==> src/shared/ecnps_pkg.sv <==
// package for the external bus pin steering block: constants and carriers
// assumes a 32-bit transfer address and active-low strobes throughout
package ecnps_pkg;

    // chip select windows (upper nibble of the transfer address)
    localparam logic [3:0] ECNPS_CS3_NIBBLE  = 4'h4;   // 0x4000_0000..0x4FFF_FFFF
    localparam logic [3:0] ECNPS_CS4_NIBBLE  = 4'h5;   // 0x5000_0000..0x5FFF_FFFF
    localparam logic [3:0] ECNPS_CS2_NIBBLE  = 4'h3;   // 0x3000_0000..0x3FFF_FFFF

    // address bit positions
    localparam int ECNPS_ALE_BIT   = 21;
    localparam int ECNPS_CLE_BIT   = 22;
    localparam int ECNPS_MODE_LSB  = 23;   // card mode field inside the slot window

    // card mode offsets within the slot window, bits [24:23]
    localparam logic [1:0] ECNPS_OFS_ATTR = 2'h0;
    localparam logic [1:0] ECNPS_OFS_COMM = 2'h1;
    localparam logic [1:0] ECNPS_OFS_IO   = 2'h2;
    localparam logic [1:0] ECNPS_OFS_IDE  = 2'h3;

    // static controller reset configuration
    localparam logic       ECNPS_RST_BYTE_SELECT = 1'b1;
    localparam logic [4:0] ECNPS_RST_BUS_WIDTH   = 5'h10;
    localparam logic       ECNPS_RST_CS_CTRL_RW  = 1'b1;

    typedef enum logic [2:0] {
        ECNPS_M_NONE = 3'b000,
        ECNPS_M_ATTR = 3'b001,
        ECNPS_M_COMM = 3'b010,
        ECNPS_M_IO   = 3'b011,
        ECNPS_M_IDE  = 3'b100
    } ecnps_mode_e;

    // strobes from the static controller, all active low
    typedef struct packed {
        logic read_strobe_n;
        logic write_strobe_n;
        logic upper_write_strobe_n;
        logic byte_select_three_n;
        logic chip_select_zero;
        logic chip_select_two;
        logic chip_select_three;
        logic chip_select_four;
    } ecnps_strb_s;

    // five time-shared pins
    typedef struct packed {
        logic oe_rd;
        logic we_wr0;
        logic ior_wr1;
        logic iow_bs3;
        logic rnw_cs0;
    } ecnps_pins_s;

endpackage

==> src/core/ecnps_mode_dec.sv <==
// card access mode decoder for one slot window
// assumes address and select come from the same clock domain
`timescale 1ns/1ps
module ecnps_mode_dec
    import ecnps_pkg::*;
(
    // access
    input  wire logic [31:0] addr,
    input  wire logic        sel,
    // result
    output ecnps_mode_e      mode
);

    // mode taken from fixed offsets inside the window
    always_comb begin
        mode = ECNPS_M_NONE;
        if (sel) begin
            case (addr[ECNPS_MODE_LSB +: 2])
                ECNPS_OFS_ATTR: mode = ECNPS_M_ATTR;
                ECNPS_OFS_COMM: mode = ECNPS_M_COMM;
                ECNPS_OFS_IO:   mode = ECNPS_M_IO;
                default:        mode = ECNPS_M_IDE;
            endcase
        end
    end

endmodule // ecnps_mode_dec

==> src/core/ecnps_steer.sv <==
// pin steering glue between the static controller and card / nand pins
// assumes strobes, address and wait pin are fed as described per group
`timescale 1ns/1ps
module ecnps_steer
    import ecnps_pkg::*;
(
    // clock and reset
    input  wire logic        REF_CLK,
    input  wire logic        RSTN,
    // assignment bits
    input  wire logic        SLOT0_ASSIGN_BIT,
    input  wire logic        SLOT1_ASSIGN_BIT,
    input  wire logic        NAND_ASSIGN_BIT,
    input  wire logic        SDRAM_ASSIGN_BIT,
    // static controller side
    input  wire logic [31:0] ADDR,
    input  ecnps_strb_s      STRB,
    output logic             STATIC_MEM_CTRL_WAIT_N,
    // pins
    input  wire logic        EXTERNAL_WAIT_N,
    output ecnps_pins_s      PINS,
    output logic             CARD_SLOT0_SELECT,
    output logic             CARD_SLOT1_SELECT,
    output logic             NAND_OUTPUT_ENABLE,
    output logic             NAND_WRITE_ENABLE,
    output logic             NAND_ALE,
    output logic             NAND_CLE,
    output logic             CARD_REG_SELECT_N,
    output logic             SDRAM_OWNS_CS1,
    // static controller reset config
    output logic             CFG_BYTE_SELECT,
    output logic [4:0]       CFG_BUS_WIDTH,
    output logic             CFG_CS_CTRL_RW
);

    ////////////////////////////////////////////////////////////////////
    // window decode
    function automatic logic in_win(input logic [31:0] a, input logic [3:0] nib);
        in_win = (a[31:28] == nib);
    endfunction

    logic        card0_acc;
    logic        card1_acc;
    logic        card_acc;
    logic        nand_acc;
    ecnps_mode_e mode0;
    ecnps_mode_e mode1;
    ecnps_mode_e mode;
    logic        io_like;

    // card access only while a slot is assigned and its select is low
    assign card0_acc = SLOT0_ASSIGN_BIT && in_win(ADDR, ECNPS_CS4_NIBBLE)
                       && !STRB.chip_select_four;
    assign card1_acc = SLOT1_ASSIGN_BIT && in_win(ADDR, ECNPS_CS2_NIBBLE) && !STRB.chip_select_two;
    assign card_acc  = card0_acc || card1_acc;
    // nand live only with its bit set and address inside cs3
    assign nand_acc  = NAND_ASSIGN_BIT && in_win(ADDR, ECNPS_CS3_NIBBLE)
                       && !STRB.chip_select_three;

    ecnps_mode_dec u_dec0 (
        .addr (ADDR),
        .sel  (card0_acc),
        .mode (mode0)
    );
    ecnps_mode_dec u_dec1 (
        .addr (ADDR),
        .sel  (card1_acc),
        .mode (mode1)
    );
    assign mode    = card0_acc ? mode0 : mode1;
    assign io_like = (mode == ECNPS_M_IO) || (mode == ECNPS_M_IDE);

    ////////////////////////////////////////////////////////////////////
    // wait synchroniser: pin passes two flops before use
    logic wait_s1_q;
    logic wait_s2_q;

    // card wait stretches the controller access
    always_ff @(posedge REF_CLK) begin
        if (!RSTN) begin
            wait_s1_q <= 1'b1;
            wait_s2_q <= 1'b1;
        end else begin
            wait_s1_q <= EXTERNAL_WAIT_N;
            wait_s2_q <= wait_s1_q;
        end
    end
    assign STATIC_MEM_CTRL_WAIT_N = wait_s2_q;

    ////////////////////////////////////////////////////////////////////
    // direction latch: captured at access start, held to its end
    logic card_acc_q;
    logic rnw_q;

    // hold read-not-write steady for the whole card transfer
    always_ff @(posedge REF_CLK) begin
        if (!RSTN) begin
            card_acc_q <= 1'b0;
            rnw_q      <= 1'b1;
        end else begin
            card_acc_q <= card_acc;
            if (card_acc && !card_acc_q)
                rnw_q <= STRB.write_strobe_n;
        end
    end

    ////////////////////////////////////////////////////////////////////
    // strobe steering is combinational so timing matches the controller
    always_comb begin
        PINS = '{oe_rd: 1'b1, we_wr0: 1'b1, ior_wr1: 1'b1, iow_bs3: 1'b1, rnw_cs0: 1'b1};
        if (card_acc) begin
            if (io_like) begin
                // io strobes only, memory write held off; oe held high in io mode, driven low in true ide
                PINS.oe_rd   = (mode == ECNPS_M_IDE) ? 1'b0 : 1'b1;
                PINS.ior_wr1 = STRB.read_strobe_n;
                PINS.iow_bs3 = STRB.write_strobe_n;
            end else begin
                PINS.oe_rd   = STRB.read_strobe_n;
                PINS.we_wr0  = STRB.write_strobe_n;
            end
            // direction taken live on the first cycle, then latched
            PINS.rnw_cs0 = card_acc_q ? rnw_q : STRB.write_strobe_n;
        end else if (!nand_acc) begin
            // other external accesses keep the controller strobes
            PINS.oe_rd   = STRB.read_strobe_n;
            PINS.we_wr0  = STRB.write_strobe_n;
            PINS.ior_wr1 = STRB.upper_write_strobe_n;
            PINS.iow_bs3 = STRB.byte_select_three_n;
            PINS.rnw_cs0 = STRB.chip_select_zero;
        end
    end

    // slot selects follow the chip select timing exactly
    assign CARD_SLOT0_SELECT  = STRB.chip_select_four;
    assign CARD_SLOT1_SELECT  = STRB.chip_select_two;

    // nand strobes and latch enables
    assign NAND_OUTPUT_ENABLE = nand_acc ? STRB.read_strobe_n  : 1'b1;
    assign NAND_WRITE_ENABLE  = nand_acc ? STRB.write_strobe_n : 1'b1;
    assign NAND_ALE           = ADDR[ECNPS_ALE_BIT];
    assign NAND_CLE           = ADDR[ECNPS_CLE_BIT];

    // register select from bit 22, idle high in true ide
    assign CARD_REG_SELECT_N  = (card_acc && mode != ECNPS_M_IDE) ? ADDR[ECNPS_CLE_BIT] : 1'b1;
    assign SDRAM_OWNS_CS1     = SDRAM_ASSIGN_BIT;

    ////////////////////////////////////////////////////////////////////
    // static controller configuration out of reset
    always_ff @(posedge REF_CLK) begin
        if (!RSTN) begin
            CFG_BYTE_SELECT <= ECNPS_RST_BYTE_SELECT;
            CFG_BUS_WIDTH   <= ECNPS_RST_BUS_WIDTH;
            CFG_CS_CTRL_RW  <= ECNPS_RST_CS_CTRL_RW;
        end
    end
endmodule // ecnps_steer

==> config.mk <==
export PLATFORM = sky130hd
export DESIGN_NAME = ecnps_steer
export DESIGN_NICKNAME = d
export VERILOG_FILES = /design/src/shared/ecnps_pkg.sv /design/src/core/ecnps_mode_dec.sv /design/src/core/ecnps_steer.sv
export SDC_FILE = /design/constraint.sdc
export NUM_CORES = 1
export LEC_CHECK = 0
export BUFFER_PORTS_ARGS = -buffer_cell sky130_fd_sc_hd__buf_2
export CAP_MARGIN = 10
export CORE_MARGIN = 1
export CORE_UTILIZATION = 34
export CTS_CLUSTER_SIZE = 16
export DETAILED_ROUTE_END_ITERATION = 16
export GPL_TIMING_DRIVEN = 1
export PLACE_DENSITY = 0.88
export SLEW_MARGIN = 20
export SYNTH_ARGS = -nofsm -noshare
export SYNTH_HDL_FRONTEND = slang
export SYNTH_HIERARCHICAL = 1
export SYNTH_SLANG_ARGS = --single-unit
==> constraint.sdc <==
create_clock -name REF_CLK -period 1.97 [get_ports REF_CLK]
set_clock_uncertainty 0.05 [all_clocks]
set_input_delay 0.197 -clock REF_CLK [delete_from_list [all_inputs] [get_ports REF_CLK]]
set_output_delay 0.197 -clock REF_CLK [all_outputs]
set_load 0.005 [all_outputs]
==> reports/qor.txt, run 1 <==
CP Cell Sequence: buf_6 > and4bb_4 > and2_4 > nor3b_4 > nor3b_2 > nor4b_4 > buf_4 > nor3_2 > a31oi_1 > buf_2
Hold Path Class: primary input to register
CTS buffer count: 3
run status: finished, violations left
DRT iter0 DRCs: 8
PortBufs: 32
CP bufs+invs: 3
Fillers: 157
Starting Density: 0.369
antenna violations before repair: 0
Post-Layout Cell Count: 148
clk root buf: clkbuf_4
Seq/Total Area, Yosys: 0.123
num rows: 15
vias per cell: 4.86
Setup Viol. Count Final: 4
vias in the first global route: 643
nets@finish: 178
DIE WIDTH: 45.7 um
Max Root-Sink Buffers: 2
vias: 719
Post-DRT Antenna Nets: 0
fin crit period: 2060 ps
Setup Crit Path Kind: primary input to output port
failing checks: setup timing
Clk Latency, worst-skew pair: 240 ps
# DRC: 0
first-pass GRT wire length: 2550 um
VDD IR max: 0.000185 V
WP data arrival: 1810 ps
Switching Share: 0.279
number of distinct library cells after synthesis: 34
fmax: 0.486 GHz
maxcap violations: 0
Rel. slew slack: 0.663
Final Hold Vio Count: 0
Internal Dissipation: 210 uW
RePlAce Congestion: 0.695
worst-margin pin slew: 503 ps
Logic pwr share: 0.359
CTS tree: yes
Die Ht: 45.7 um
hpwl dp: 1250 um
mapped cell area: 651 um2
Worst setup SP type: primary input
share of cells above drive strength 1: 0.561
gr usage total: 0.171
Req. time, crit path: 1720 ps
RSZ-0062 raised after global routing: true
WL/cell: 11.7 um
largest net degree at the start of global routing: 7
delay-heaviest family, CP: simple AND/OR/NAND/NOR gates
Most used DFF post-synth: dfxtp_1
CP Capture Type: output port
slowest stage delay, CP: 310 ps
number of flops mapped to enable cells by yosys: 0
TritonRoute pass-1 iters: 4
slowest CP cell: and4bb_4
part of the power in registers: 0.291
core area: 1760 um2
hold buffers post-CTS: 0
drt total wl: 1730 um
area delta synth->final: 52.3%
Leakage: 0.510 nW
die footprint: 2090 um2
net switching power figure: 81.3 uW
Tcrit/Tclk final: 1.05
Slew Limit Fails: 0
clock power share: 0.350
Post-synth ARST share: 0
Post-Syn Instances: 79
post-synthesis register bit count: 4
Final WS setup: -89.3 ps
GR Overflow Total: 0
post-layout util: 0.562
Post-Place Cells: 140
syn avg cell area: 8.24 um2
pwr dens: 294 nW/um2
crit-path max FO: 3
Clock transition at path regs: 30 ps
clk sinks: 4
warnings from Yosys: 6
Ports: 68
H-Tree Depth: 1
# diodes: 0
## kinds of logic (layout without fill, tap and decap cells)
family | after synthesis | after routing | share of synthesized area
buffers and inverters | 19 | 58 | 0.179
other | 2 | 7 | 0.0115
multiplexers | 1 | 1 | 0.0154
flip-flops | 4 | 4 | 0.123
AO/OA/AOI/OAI | 13 | 13 | 0.154
AND/OR/NAND/NOR | 34 | 34 | 0.402
adder cells (fa/ha/maj) | 6 | 6 | 0.115
## stage by stage
stage / total power, mW / setup WS (ps) / hold slack (ps) / setup TNS, ps / cell area, um2
2_1_floorplan: 0.140 / 59.0 / 220 / 0 / 669
3_3_place_gp: 0.171 / -167 / 334 / -510 / 853
3_5_place_dp: 0.174 / -244 / 335 / -749 / 853
4_1_cts: 0.287 / -105 / 92.6 / -226 / 962
5_1_grt: 0.319 / -173 / 80.0 / -549 / 991
6_report: 0.291 / -89.3 / 98.0 / -227 / 991
## path summary, 6_finish.rpt
check,startpoint,end,slack [ps],depth (start not counted)
worst max-delay path,STRB[2],PINS[4],-90,10
worst min-delay path,EXTERNAL_WAIT_N,wait_s1_q,100,2
worst max register to register,card_acc_q,rnw_q,1160,2
worst min register to register,wait_s1_q,STATIC_MEM_CTRL_WAIT_N,360,1
## layout make-up
cell class / count / area (um2) / share of cell area
Timing Repair Buffer: 48 / 305 / 0.308
Sequential cell: 4 / 80.1 / 0.0808
Clock buffer: 3 / 22.5 / 0.0227
Tap cell: 25 / 31.3 / 0.0316
Inverter: 7 / 26.3 / 0.0265
Multi-Input combinational cell: 61 / 526 / 0.530
## registers in the layout, indices dropped and copies added (netlist names)
signal                  cells
wait_s1_q                   1
card_acc_q                  1
rnw_q                       1
STATIC_MEM_CTRL_WAIT_N      1
## power groups by stage
stage | combinational, mW | sequential (mW) | clock, mW
finish | 0.105 | 0.0848 | 0.102
global route | 0.115 | 0.0849 | 0.119
CTS | 0.0970 | 0.0849 | 0.105
detailed placement | 0.0883 | 0.0861 | 0
global placement | 0.0848 | 0.0860 | 0
floorplan | 0.0545 | 0.0860 | 0
## Yosys cell counts, types with 2 or more instances
master	n	area, um2
buf_4	12	90.1
inv_1	7	26.3
ha_1	6	75.1
and2_1	4	25.0
dfxtp_1	4	80.1
nand2_1	4	15.0
nand2b_1	4	25.0
nor2b_1	3	18.8
o21ai_0	3	15.0
and4bb_4	2	32.5
conb_1	2	7.51
nor2_1	2	7.51
nor3_1	2	10.0
nor3b_1	2	15.0
nor3b_2	2	25.0
o22a_1	2	17.5
## timing repair
item                                    CTS  global route
gates cloned                              0             0
endpoints found under the setup margin    5             5
resized for setup                        11             7
pin swaps                                 8             9
buffers inserted                          5             1
## cell usage in the layout, fill, tap and decap left out, types with 3 or more instances in the layout
master,n
buf_2,28
buf_4,16
conb_1,7
inv_1,6
ha_1,6
dfxtp_1,4
nand2b_1,4
buf_6,4
and2_1,4
nand2_1,3
o21ai_0,3
clkbuf_4,3
## routing by layer
layer	track usage	vias to the layer above	wire, um
li1	-	346	-
met1	0.159	337	655
met2	0.320	30	945
met3	0.0516	6	92
met4	0.106	0	37
met5	0	-	0
Power figures use the tool's default switching activity.
==> run 2: changes to the inputs <==
==> constraint.sdc (replaced) <==
create_clock -name REF_CLK -period 1.97 [get_ports REF_CLK]
set_clock_uncertainty 0.05 [all_clocks]
set_input_delay 0.2955 -clock REF_CLK [delete_from_list [all_inputs] [get_ports REF_CLK]]
set_output_delay 0.2955 -clock REF_CLK [all_outputs]
set_load 0.005 [all_outputs]
==> run 2 against run 1 <==
Compared with the run above:
- the run still ends with setup timing left
- core utilization shrank 0.14 points
- sequential share of layout area is essentially flat
- die area is the same
- final cell count shrank 0.68%
- hold slack gained 99 ps
- clock power is essentially flat
- flip-flop and latch count is the same
- via count shrank 6.4%
- non-clock buffer count shrank 1
- wire length shrank 8.1%
- sequential power is essentially flat
- critical path type unchanged
- critical endpoint unchanged
==> reports/qor.txt, run 2 (same netlist as run 1, synthesis figures left out) <==
run status: finished, violations left
failing checks: setup timing
die footprint: 2090 um2
Req. time, crit path: 1620 ps
nets@finish: 177
net switching power figure: 80.3 uW
vias in the first global route: 636
WP data arrival: 1930 ps
Tcrit/Tclk final: 1.16
Met1 Wirelength: 573 um
clk sinks: 4
Worst setup SP type: primary input
H-Tree Depth: 1
pwr dens: 293 nW/um2
DR top layer: met4
setup TNS: -1180 ps
Starting Density: 0.369
Die Ht: 45.7 um
min-delay src: EXTERNAL_WAIT_N
gr usage total: 0.159
fin crit period: 2280 ps
# diodes: 0
Switching Share: 0.277
Worst Setup SP: ADDR[30]
commonest non-fill, non-tap cell in the layout: buf_2
maxcap violations: 0
R2R depth: 2
WL/cell: 10.8 um
Max Root-Sink Buffers: 2
post-layout util: 0.560
area delta synth->final: 51.9%
Setup Crit Path Kind: primary input to output port
vias per cell: 4.58
clock power share: 0.352
fmax: 0.439 GHz
Clock transition at path regs: 40 ps
hpwl dp: 1280 um
Final Hold Vio Count: 0
# DRC: 0
Post-Place Cells: 141
CTS buffer count: 3
antenna violations before repair: 0
Ports: 68
Logic pwr share: 0.355
worst flop-to-flop path startpoint: card_acc_q
DR WL met2: 919 um
num rows: 15
VDD IR max: 0.000276 V
TritonRoute pass-1 iters: 3
Leakage: 0.497 nW
CTS tree: yes
GR Overflow Total: 0
DIE WIDTH: 45.7 um
Hold Path Cell Cnt: 2
DR WL met3: 90 um
part of the power in registers: 0.293
vias: 673
Slew Limit Fails: 0
Clk Latency, worst-skew pair: 230 ps
RSZ-0062 raised after global routing: true
largest net degree at the start of global routing: 7
RePlAce Congestion: 0.678
Final WS setup: -310 ps
Setup Viol. Count Final: 5
drt total wl: 1590 um
Internal Dissipation: 209 uW
CP Capture Type: output port
Reg2Reg Setup Slack: 1150 ps
worst slack at placement: -362 ps
clk root buf: clkbuf_4
most frequent cells in the layout: buf_2, buf_4, conb_1, inv_1, ha_1
Hold Path Class: primary input to register
core area: 1760 um2
crit-path max FO: 3
hold buffers post-CTS: 0
DRT iter0 DRCs: 2
PortBufs: 32
first-pass GRT wire length: 2450 um
share of cells above drive strength 1: 0.566
Post-DRT Antenna Nets: 0
Post-Layout Cell Count: 147
[run 2: metrics by stage]
step,instance area [um2],hold slack (ps),total power [mW]
5_1_grt,988,197,0.311
3_3_place_gp,898,346,0.174
3_5_place_dp,898,360,0.179
6_report,988,197,0.290
2_1_floorplan,707,319,0.145
4_1_cts,937,192,0.286
[run 2: path summary, 6_finish.rpt]
path	endpoint
hold reg to reg	STATIC_MEM_CTRL_WAIT_N
hold / removal	wait_s1_q
setup / recovery	PINS[4]
setup reg to reg	rnw_q
[run 2: repair_timing]
action / CTS / global route
buffers inserted: 2 / 3
gates resized for setup: 2 / 11
pin swaps: 5 / 5
endpoints found under the setup margin: 5 / 7
[run 2: area by class of cell]
cell class | count | area (um2)
fill | 169 | 776
multi-input combinational | 61 | 533
timing repair buffer | 47 | 295
sequential | 4 | 80.1
tap | 25 | 31.3
inverter | 7 | 26.3
clock buffer | 3 | 22.5
[run 2: power groups by stage]
stage / Combinational [mW] / Sequential [mW] / Clock (mW)
after floorplan: 0.0588 / 0.0860 / 0
after global placement: 0.0882 / 0.0860 / 0
after detailed placement: 0.0928 / 0.0862 / 0
after CTS: 0.0954 / 0.0851 / 0.106
after global routing: 0.116 / 0.0852 / 0.110
final: 0.103 / 0.0850 / 0.102
[run 2: metal layers]
metal / vias up / GRT usage
met1: 308 / 0.147
li1: 342 / -
met4: 0 / 0.0471
met2: 21 / 0.346
met5: - / 0
met3: 2 / 0.0159
[run 2: critical path, stage by stage]
cell and delay, ps:
buf_6 90, and4bb_4 320, and2_4 150, nor3b_4 200, nor3b_2 100, nor4b_4 300
a2bb2o_4 250, a31oi_4 110, buf_2 130
